===== config.mk =====
export PLATFORM = sky130hd
export DESIGN_NAME = shc_cmd_if
export DESIGN_NICKNAME = d
export VERILOG_FILES = /design/src/shc_pkg.sv /design/src/shc_cmd_if.sv /design/src/shc_nvm.sv
export VERILOG_INCLUDE_DIRS = /design/src
export SDC_FILE = /design/constraint.sdc
export NUM_CORES = 2
export LEC_CHECK = 0
export ABC_AREA = 1
export BUFFER_PORTS_ARGS = -buffer_cell sky130_fd_sc_hd__buf_2
export CAP_MARGIN = 10
export CORE_MARGIN = 1.5
export CORE_UTILIZATION = 35
export CTS_BUF_LIST = sky130_fd_sc_hd__clkbuf_8 sky130_fd_sc_hd__clkbuf_16
export DETAILED_ROUTE_END_ITERATION = 6
export HOLD_SLACK_MARGIN = 0.02
export PLACE_DENSITY = 0.62
export SLEW_MARGIN = 20
export SYNTH_ARGS = -nofsm -noshare
export SYNTH_HDL_FRONTEND = slang
export SYNTH_SLANG_ARGS = --single-unit

===== constraint.sdc =====
create_clock -name sys_clk -period 2.8 [get_ports sys_clk]
set_input_delay 0.28 -clock sys_clk [delete_from_list [all_inputs] [get_ports sys_clk]]
set_output_delay 0.28 -clock sys_clk [all_outputs]
set_load 0.1 [all_outputs]

===== src/shc_consts.svh =====
// Constants of the sensor host command interface: codes, status bits, sizes.
// Assumes inclusion by the design modules only, not by shc_pkg.sv.
`ifndef SHC_CONSTS_SVH
`define SHC_CONSTS_SVH

`define SHC_CMD_ENTER      8'ha9
`define SHC_CMD_EXIT       8'ha8
`define SHC_RAW_NIBBLE     4'ha
`define SHC_CMD_NORMAL     8'hac
`define SHC_CMD_CHECKSUM   8'h90
`define SHC_CMD_PAGE_INC   8'h5e
`define SHC_MRD_TOP        3'b000
`define SHC_MWR_TOP        3'b010

`define SHC_WORDS          5'd24
`define SHC_SIG_ADDR       5'd23
`define SHC_BRIDGE_ADDR    5'd01
`define SHC_PAGE_MAX       2'd3
`define SHC_MEM_DEPTH      96
`define SHC_TEMP_CFG       16'h0000
`define SHC_RESP_BYTES     3'd5
`define SHC_CMD_BYTES      2'd3

`define SHC_ST_POWERED     6
`define SHC_ST_BUSY        5
`define SHC_ST_TEST        4
`define SHC_ST_CMD         3
`define SHC_ST_MEMERR      2
`define SHC_ST_SAT         0

`endif


===== src/shc_pkg.sv =====
// Types of the sensor host command interface.
// Assumes shc_consts.svh is on the include path.
package shc_pkg;

    typedef enum logic [2:0] {
        SHC_IDLE,
        SHC_RD,
        SHC_RDW,
        SHC_WR,
        SHC_MEAS
    } shc_state_t;

    typedef enum logic [1:0] {
        SHC_OP_BOOT,
        SHC_OP_SUM,
        SHC_OP_MRD,
        SHC_OP_CFG
    } shc_op_t;

    typedef struct packed {
        shc_state_t  st;
        shc_op_t     op;
        logic        cmd_mode;
        logic        busy;
        logic        mem_err;
        logic [1:0]  page;
        logic [1:0]  rx_cnt;
        logic [7:0]  b0;
        logic [7:0]  b1;
        logic [7:0]  b2;
        logic [4:0]  idx;
        logic [15:0] sum;
        logic [15:0] result;
        logic [23:0] corr;
        logic [2:0]  tx_idx;
        logic [7:0]  tx_data;
        logic        meas_req;
        logic [2:0]  meas_type;
        logic [15:0] meas_cfg;
        logic        meas_raw;
    } shc_main_t;

    typedef struct packed {
        logic [95:0][31:0] mem;
        logic [15:0]       rd_data;
        logic              rd_corr;
    } shc_mem_t;

endpackage


===== src/shc_cmd_if.sv =====
// Command interpreter of the sensor front end: frame decode, status and
// response bytes, measurement requests and redundant memory housekeeping.
// Assumes a serial slave (I2C or SPI) outside that delivers bytes and
// frame boundaries synchronous to sys_clk.
`timescale 1ns/1ps
`default_nettype none
`include "shc_consts.svh"

module shc_cmd_if
    import shc_pkg::*;
(
    input  wire logic        sys_clk,
    input  wire logic        reset_n,
    input  wire logic        rx_valid,
    input  wire logic [7:0]  rx_data,
    input  wire logic        rx_end,
    input  wire logic        tx_start,
    input  wire logic        tx_next,
    output logic      [7:0]  tx_data,
    input  wire logic        test_mode,
    input  wire logic        dsp_saturated,
    output logic             meas_req,
    output logic      [2:0]  meas_type,
    output logic      [15:0] meas_cfg,
    output logic             meas_raw,
    input  wire logic        meas_done,
    input  wire logic [15:0] meas_result,
    output logic             cmd_mode,
    output logic             busy,
    output logic             mem_error,
    output logic      [1:0]  customer_page_index,
    output logic      [23:0] corr_flags
);

    shc_main_t   s_reg;
    shc_main_t   s_next;
    logic        mem_rd;
    logic        mem_wr;
    logic [15:0] mem_data;
    logic        mem_corr;
    logic [7:0]  status;
    logic [7:0]  cmd;
    logic [15:0] arg;

    ////////////////////////////////////////////////////////////////////////
    // Memory

    shc_nvm u_nvm (
        .sys_clk (sys_clk),
        .reset_n (reset_n),
        .page    (s_reg.page),
        .addr    (s_reg.idx),
        .rd_en   (mem_rd),
        .wr_en   (mem_wr),
        .wr_data (s_reg.sum),
        .rd_data (mem_data),
        .rd_corr (mem_corr)
    );

    assign mem_rd = s_reg.st == SHC_RD;
    assign mem_wr = s_reg.st == SHC_WR;

    ////////////////////////////////////////////////////////////////////////
    // Status byte and frame fields

    always_comb begin
        status                    = 8'h00;
        status[`SHC_ST_POWERED]   = 1'b1;
        status[`SHC_ST_BUSY]      = s_reg.busy;
        status[`SHC_ST_TEST]      = test_mode;
        status[`SHC_ST_CMD]       = s_reg.cmd_mode;
        status[`SHC_ST_MEMERR]    = s_reg.mem_err;
        status[`SHC_ST_SAT]       = dsp_saturated;
    end

    assign cmd = s_reg.b0;
    // Bytes missing from a short frame read as zero, not as stale bytes
    assign arg = {s_reg.rx_cnt > 2'd1 ? s_reg.b1 : 8'h00,
                  s_reg.rx_cnt > 2'd2 ? s_reg.b2 : 8'h00};

    ////////////////////////////////////////////////////////////////////////
    // Next state

    always_comb begin
        s_next          = s_reg;
        s_next.meas_req = 1'b0;

        // Byte collection; extra bytes beyond three are dropped
        if (rx_valid && s_reg.rx_cnt < `SHC_CMD_BYTES) begin
            case (s_reg.rx_cnt)
                2'd0:    s_next.b0 = rx_data;
                2'd1:    s_next.b1 = rx_data;
                default: s_next.b2 = rx_data;
            endcase
            s_next.rx_cnt = s_reg.rx_cnt + 2'd1;
        end

        // Response bytes: status, result high, result low, then zero
        if (tx_start) begin
            s_next.tx_idx  = 3'd0;
            s_next.tx_data = status;
        end else if (tx_next) begin
            // Index stops at its top so a long read keeps returning zero
            if (s_reg.tx_idx != 3'd7) begin
                s_next.tx_idx = s_reg.tx_idx + 3'd1;
            end
            case (s_reg.tx_idx)
                3'd0:    s_next.tx_data = s_reg.result[15:8];
                3'd1:    s_next.tx_data = s_reg.result[7:0];
                default: s_next.tx_data = 8'h00;
            endcase
        end

        case (s_reg.st)
            SHC_IDLE: begin
                if (rx_end && s_reg.rx_cnt != 2'd0) begin
                    s_next.rx_cnt = 2'd0;
                    if (!rx_valid) begin
                        s_next.b1 = s_reg.rx_cnt > 2'd1 ? s_reg.b1 : 8'h00;
                        s_next.b2 = s_reg.rx_cnt > 2'd2 ? s_reg.b2 : 8'h00;
                    end
                    if (cmd == `SHC_CMD_ENTER) begin
                        s_next.cmd_mode = 1'b1;
                    end else if (cmd == `SHC_CMD_EXIT) begin
                        s_next.cmd_mode = 1'b0;
                    end else if (cmd[7:4] == `SHC_RAW_NIBBLE
                                 && !cmd[3]) begin
                        s_next.busy      = 1'b1;
                        s_next.meas_type = cmd[2:0];
                        s_next.meas_raw  = 1'b1;
                        if (cmd[0]) begin
                            // Configuration lives only in meas_cfg
                            s_next.meas_cfg = arg;
                            s_next.meas_req = 1'b1;
                            s_next.st       = SHC_MEAS;
                        end else if (!cmd[2]) begin
                            s_next.op  = SHC_OP_CFG;
                            s_next.idx = `SHC_BRIDGE_ADDR;
                            s_next.st  = SHC_RD;
                        end else begin
                            s_next.meas_cfg = `SHC_TEMP_CFG;
                            s_next.meas_req = 1'b1;
                            s_next.st       = SHC_MEAS;
                        end
                    end else if (cmd == `SHC_CMD_NORMAL) begin
                        s_next.busy      = 1'b1;
                        s_next.meas_type = 3'd0;
                        s_next.meas_cfg  = 16'h0000;
                        s_next.meas_raw  = 1'b0;
                        s_next.meas_req  = 1'b1;
                        s_next.st        = SHC_MEAS;
                    end else if (cmd[7:5] == `SHC_MRD_TOP
                                 && cmd[4:0] < `SHC_WORDS) begin
                        s_next.busy = 1'b1;
                        s_next.op   = SHC_OP_MRD;
                        s_next.idx  = cmd[4:0];
                        s_next.st   = SHC_RD;
                    end else if (s_reg.cmd_mode) begin
                        if (cmd[7:5] == `SHC_MWR_TOP
                            && cmd[4:0] < `SHC_WORDS) begin
                            s_next.busy = 1'b1;
                            s_next.idx  = cmd[4:0];
                            s_next.sum  = arg;
                            s_next.st   = SHC_WR;
                        end else if (cmd == `SHC_CMD_CHECKSUM) begin
                            s_next.busy = 1'b1;
                            s_next.op   = SHC_OP_SUM;
                            s_next.idx  = 5'd0;
                            s_next.sum  = 16'h0000;
                            s_next.st   = SHC_RD;
                        end else if (cmd == `SHC_CMD_PAGE_INC
                                     && s_reg.page != `SHC_PAGE_MAX) begin
                            s_next.page = s_reg.page + 2'd1;
                        end
                    end
                end
            end
            SHC_RD: begin
                s_next.st = SHC_RDW;
            end
            SHC_RDW: begin
                s_next.corr[s_reg.idx] = s_reg.corr[s_reg.idx]
                                         | mem_corr;
                s_next.st = SHC_RD;
                case (s_reg.op)
                    SHC_OP_BOOT: begin
                        if (s_reg.idx == `SHC_SIG_ADDR) begin
                            s_next.mem_err = s_reg.sum != mem_data;
                            s_next.busy    = 1'b0;
                            s_next.st      = SHC_IDLE;
                        end else begin
                            s_next.sum = s_reg.sum + mem_data;
                            s_next.idx = s_reg.idx + 5'd1;
                        end
                    end
                    SHC_OP_SUM: begin
                        s_next.sum = s_reg.sum + mem_data;
                        if (s_reg.idx == `SHC_SIG_ADDR - 5'd1) begin
                            s_next.st = SHC_WR;
                        end
                        s_next.idx = s_reg.idx + 5'd1;
                    end
                    SHC_OP_MRD: begin
                        s_next.result = mem_data;
                        s_next.busy   = 1'b0;
                        s_next.st     = SHC_IDLE;
                    end
                    default: begin
                        s_next.meas_cfg = mem_data;
                        s_next.meas_req = 1'b1;
                        s_next.st       = SHC_MEAS;
                    end
                endcase
            end
            SHC_WR: begin
                s_next.busy = 1'b0;
                s_next.st   = SHC_IDLE;
            end
            SHC_MEAS: begin
                if (meas_done) begin
                    s_next.result = meas_result;
                    s_next.busy   = 1'b0;
                    s_next.st     = SHC_IDLE;
                end
            end
            default: begin
                s_next.st = SHC_IDLE;
            end
        endcase

        // A finished frame while busy is dropped
        if (rx_end && s_reg.st != SHC_IDLE) begin
            s_next.rx_cnt = 2'd0;
        end
    end

    ////////////////////////////////////////////////////////////////////////
    // State register; power-up integrity scan starts from reset

    always_ff @(posedge sys_clk or negedge reset_n) begin
        if (!reset_n) begin
            s_reg      <= '0;
            s_reg.st   <= SHC_RD;
            s_reg.op   <= SHC_OP_BOOT;
            s_reg.busy <= 1'b1;
        end else begin
            s_reg <= s_next;
        end
    end

    assign tx_data             = s_reg.tx_data;
    assign meas_req            = s_reg.meas_req;
    assign meas_type           = s_reg.meas_type;
    assign meas_cfg            = s_reg.meas_cfg;
    assign meas_raw            = s_reg.meas_raw;
    assign cmd_mode            = s_reg.cmd_mode;
    assign busy                = s_reg.busy;
    assign mem_error           = s_reg.mem_err;
    assign customer_page_index = s_reg.page;
    assign corr_flags          = s_reg.corr;

endmodule
`default_nettype wire


===== src/shc_nvm.sv =====
// Redundant user memory: four pages of 24 words, each word kept twice.
// Assumes one write or one read per cycle from the command interpreter.
`timescale 1ns/1ps
`default_nettype none
`include "shc_consts.svh"

module shc_nvm
    import shc_pkg::*;
(
    input  wire logic        sys_clk,
    input  wire logic        reset_n,
    input  wire logic [1:0]  page,
    input  wire logic [4:0]  addr,
    input  wire logic        rd_en,
    input  wire logic        wr_en,
    input  wire logic [15:0] wr_data,
    output logic      [15:0] rd_data,
    output logic             rd_corr
);

    shc_mem_t   s_reg;
    shc_mem_t   s_next;
    logic [6:0] loc;

    assign loc = 7'(page * 7'd24) + {2'b00, addr};

    always_comb begin
        s_next = s_reg;
        if (wr_en) begin
            s_next.mem[loc] = {wr_data, wr_data};
        end
        if (rd_en) begin
            // Primary copy is returned; mismatch raises the correction flag
            s_next.rd_data = s_reg.mem[loc][15:0];
            s_next.rd_corr = s_reg.mem[loc][31:16] != s_reg.mem[loc][15:0];
        end
    end

    always_ff @(posedge sys_clk or negedge reset_n) begin
        if (!reset_n) begin
            s_reg <= '0;
        end else begin
            s_reg <= s_next;
        end
    end

    assign rd_data = s_reg.rd_data;
    assign rd_corr = s_reg.rd_corr;

endmodule
`default_nettype wire


==> impl_metrics.env <==
export IMPL_status="finished with violations"
export IMPL_violations="setup timing"
export IMPL_worst_slew_margin_rel_pct=25.7
export IMPL_power_density_mw_per_mm2=858
export IMPL_fin_tns_setup_ns=-0.00909
export IMPL_timing_rr_start="customer_page_index[0]"
export IMPL_fin_skew_ns=0.0366
export IMPL_grt_antenna_before_repair=8
export IMPL_rsz0062_at_grt="true"
export IMPL_setup_slack_ns=-0.00909
export IMPL_yosys_area_share_adder_pct=0.538
export IMPL_path_common_cell="nor2_1"
export IMPL_tightest_slew_ns=1.11
export IMPL_dp_hpwl_mm=173
export IMPL_syn_nets=10200
export IMPL_drive_above_1_share_pct=12.7
export IMPL_worstSetupPathType="reg -> reg"
export IMPL_io_buffers=90
export IMPL_synth_top_family_by_area="simple AND/OR/NAND/NOR gates"
export IMPL_hp_start="meas_result[13]"
export IMPL_drv_slew=0
export IMPL_vias=68700
export IMPL_critical_path_top_delay_family="adder cells"
export IMPL_wirelength_mm=265
export IMPL_seqPwrFrac_pct=32.3
export IMPL_rows=174
export IMPL_clk_pin_slew_ns=0.07
export IMPL_ant_nets=0
export IMPL_die_area_mm2=0.230
export IMPL_p_total_mw=80.2
export IMPL_p_leak_nw=42.6
export IMPL_crit_path_top_delay_cell="fa_2"
export IMPL_synthSimpleGateAreaFrac_pct=22.5
export IMPL_r2r_cells=13
export IMPL_numCtsBuffers=179
export IMPL_synth_warning_count=0
export IMPL_placeableCoreArea_mm2=0.225
export IMPL_root_buffer="clkbuf_16"
export IMPL_routed_via_density=5.16
export IMPL_syn_area_mm2=0.0795
export IMPL_holdPathStages=4
export IMPL_rr_endpoint="u_nvm.rd_data[0]"
export IMPL_setup_violations=1
export IMPL_cp_arrival_ns=3.58
export IMPL_critPathMaxFanout=7
export IMPL_max_stage_delay_ns=0.59
export IMPL_gr_total_overflow=0
export IMPL_clkSinkCount=1681
export IMPL_avgSynthCellArea_um2=7.87
export IMPL_synth_mux_area_share_pct=0.0393
export IMPL_start_util_pct=35.3
export IMPL_startpoint_type="flip-flop"
export IMPL_hold_viol=0
export IMPL_synth_compound_gate_area_share_pct=15.9
export IMPL_clock_latency_ns=0.85
export IMPL_cp_buffers_inverters=4
export IMPL_cts_tree="built"
export IMPL_yosysSeqAreaShare_pct=52.9
export IMPL_drtIter0Drc=7437
export IMPL_synthFlopType="dfrtp_1"
export IMPL_io_pins=91
export IMPL_routabilityCongestion=0.936
export IMPL_track_usage_pct=22.8
export IMPL_min_period_ns=2.81
export IMPL_htree_levels=4
export IMPL_syn_inst=10100
export IMPL_p_int_mw=47.9
export IMPL_min_path_type="in -> reg"
export IMPL_die_h_um=480
export IMPL_clock_path_buffers=3
export IMPL_synth_distinct_cells=47
export IMPL_drv_cap=0
export IMPL_comb_power_share_pct=37.9
export IMPL_p_clk_share_pct=29.8
export IMPL_synth_xor_area_share_pct=0.101
export IMPL_grt_max_degree=97
export IMPL_remaining_drc_errors=0
export IMPL_avgRoutedWirePerCell_um=19.9
export IMPL_vdd_drop_max_uv=655
export IMPL_endpoint_kind="flip-flop"
export IMPL_hold_end="s_reg[69]"
export IMPL_areaGrowthSynthToFinish_pct=17.6
export IMPL_synth_edf_count=0
export IMPL_period_share_pct=100
export IMPL_fin_nets=10200
export IMPL_crit_chain="inv_2, ha_4, fa_2, buf_4, nand2_1, inv_2, buf_8, o21ai_1, nand2_1, nor2_1, nor2_1, nor2_1, a21oi_1"
export IMPL_worstPathRequired_ns=3.57
export IMPL_largest_reg_flops=1536
export IMPL_p_sw_mw=32.3
export IMPL_drtPass1Iterations=7
export IMPL_clock_fmax_ghz=0.356
export IMPL_swShare_pct=40.3
export IMPL_async_flop_share_pct=100
export IMPL_fp_dieW_um=480
export IMPL_reg2reg_slack_ns=-0.009
export IMPL_grt_pass1_vias=65000
export IMPL_grt_pass1_wl_mm=406
export IMPL_synth_seq_cells=1681
-- area by class of cell --
type / instances / area (µm²)
Antenna cell: 3 / 7.51
Clock buffer: 222 / 5090
Clock inverter: 94 / 812
Fill cell: 22300 / 132000
Inverter: 721 / 2760
Multi-Input combinational cell: 6879 / 31300
Sequential cell: 1681 / 42100
Tap cell: 2992 / 3740
Timing Repair Buffer: 718 / 7760
-- stage by stage --
stage | hold slack (ns) | worst slack (ns) | util (%) | std cells | area (µm²)
2_1_floorplan | -0.0156 | 0.179 | - | 10100 | 79500
3_3_place_gp | 0.261 | -0.358 | 38.5 | 12900 | 86800
3_5_place_dp | 0.257 | -0.344 | 38.5 | 12900 | 86800
4_1_cts | 0.200 | 0.00182 | 41.4 | 13300 | 93200
5_1_grt | 0.272 | -0.0179 | 41.5 | 13300 | 93500
6_report | 0.270 | -0.00909 | 41.5 | 13300 | 93500
-- per-layer routing --
layer	track usage, %	wire length, µm	up-vias
li1	-	-	32400
met1	31.5	117000	33400
met2	36.0	120000	2457
met3	2.98	17100	422
met4	9.46	11500	2
met5	0	20	-
-- cell usage after synthesis (all sizes together), types with 2 or more instances --
| library cell | count | area (µm²) |
|---|---|---|
| buf | 316 | 1760 |
| a22oi | 14 | 105 |
| o22ai | 57 | 370 |
| nand2 | 2867 | 10800 |
| ha | 31 | 388 |
| o211ai | 210 | 1580 |
| dfstp | 2 | 52.6 |
| nor3 | 11 | 60.1 |
| clkbuf | 505 | 1900 |
| o21ai | 2018 | 10100 |
| mux2i | 2 | 20.0 |
| nand4 | 18 | 119 |
| a21o | 3 | 22.5 |
| inv | 718 | 2700 |
| or2 | 222 | 1390 |
| a21oi | 71 | 355 |
| xnor2 | 2 | 17.5 |
| nand3 | 356 | 1780 |
| fa | 2 | 40.0 |
| xor2 | 5 | 62.6 |
| nor4 | 6 | 37.5 |
| nor2 | 961 | 3680 |
| nand3b | 5 | 37.5 |
| clkinv | 3 | 11.3 |
| a31oi | 7 | 43.8 |
| o21a | 2 | 15.0 |
| dfrtp | 1679 | 42000 |
-- power groups by stage --
stage / Combinational, mW / Sequential (mW) / Clock (mW)
global route: 32.5 / 25.9 / 25.3
global placement: 29.4 / 26.3 / 0
finish: 30.4 / 25.9 / 23.9
detailed placement: 29.5 / 26.3 / 0
floorplan: 15.8 / 26.0 / 0
CTS: 29.8 / 25.9 / 24.3
-- worst register-to-register path, cell delays in order (launching register included) --
cell and delay (ns):
dfrtp_1 0.42, inv_2 0.11, ha_4 0.21, fa_2 0.59, buf_4 0.12, nand2_1 0.08, inv_2 0.12, buf_8 0.19
o21ai_1 0.16, nand2_1 0.16, nor2_1 0.10, nor2_1 0.23, nor2_1 0.10, a21oi_1 0.14
-- worst max path at each step --
stage                      startpoint                end  cells past startpoint
6_report       customer_page_index[0]   u_nvm.rd_data[0]                     13
5_1_grt        customer_page_index[0]  u_nvm.rd_data[10]                     15
2_1_floorplan  customer_page_index[0]  u_nvm.s_reg[1768]                     11
3_3_place_gp   customer_page_index[0]   u_nvm.rd_data[0]                     13
3_5_place_dp                s_reg[88]   u_nvm.rd_data[0]                     12
4_1_cts                     s_reg[88]   u_nvm.rd_data[0]                     12
-- kinds of logic (layout without fill, tap and decap cells) --
family	count (synthesis)	count (layout)
compound gates	2388	2388
xor+xnor	7	7
fa+ha+maj	33	33
buf+inv	1542	1755
flops	1681	1681
mux	3	3
other cells	0	3
simple gates	4448	4448
-- what timing repair did --
| action | in CTS | in global routing |
|---|---|---|
| setup buffers | 0 | 12 |
| endpoints found under the setup margin | 307 | 1091 |
| pin swaps | 3 | 3 |
| gates cloned | 0 | 2 |
| resized for setup | 44 | 36 |
| hold buffers | 43 | 0 |
| hold endpoints to repair | 920 | 0 |
-- placed cells by master (no fill, tap or decap), drive strengths merged, types with 3 or more instances in the layout --
cell	n
nor4	6
bufinv	8
nor2	961
nand3b	5
clkbuf	224
nand3	356
dlygate4sd3	42
a22oi	14
a21oi	71
o211ai	210
xor2	5
clkinvlp	4
or2	222
dfrtp	1679
a31oi	7
inv	751
nand2	2867
buf	674
a21o	3
nor3	11
diode	3
clkinv	52
o21ai	2018
nand4	18
o22ai	57
ha	31
Power figures use the tool's default switching activity.
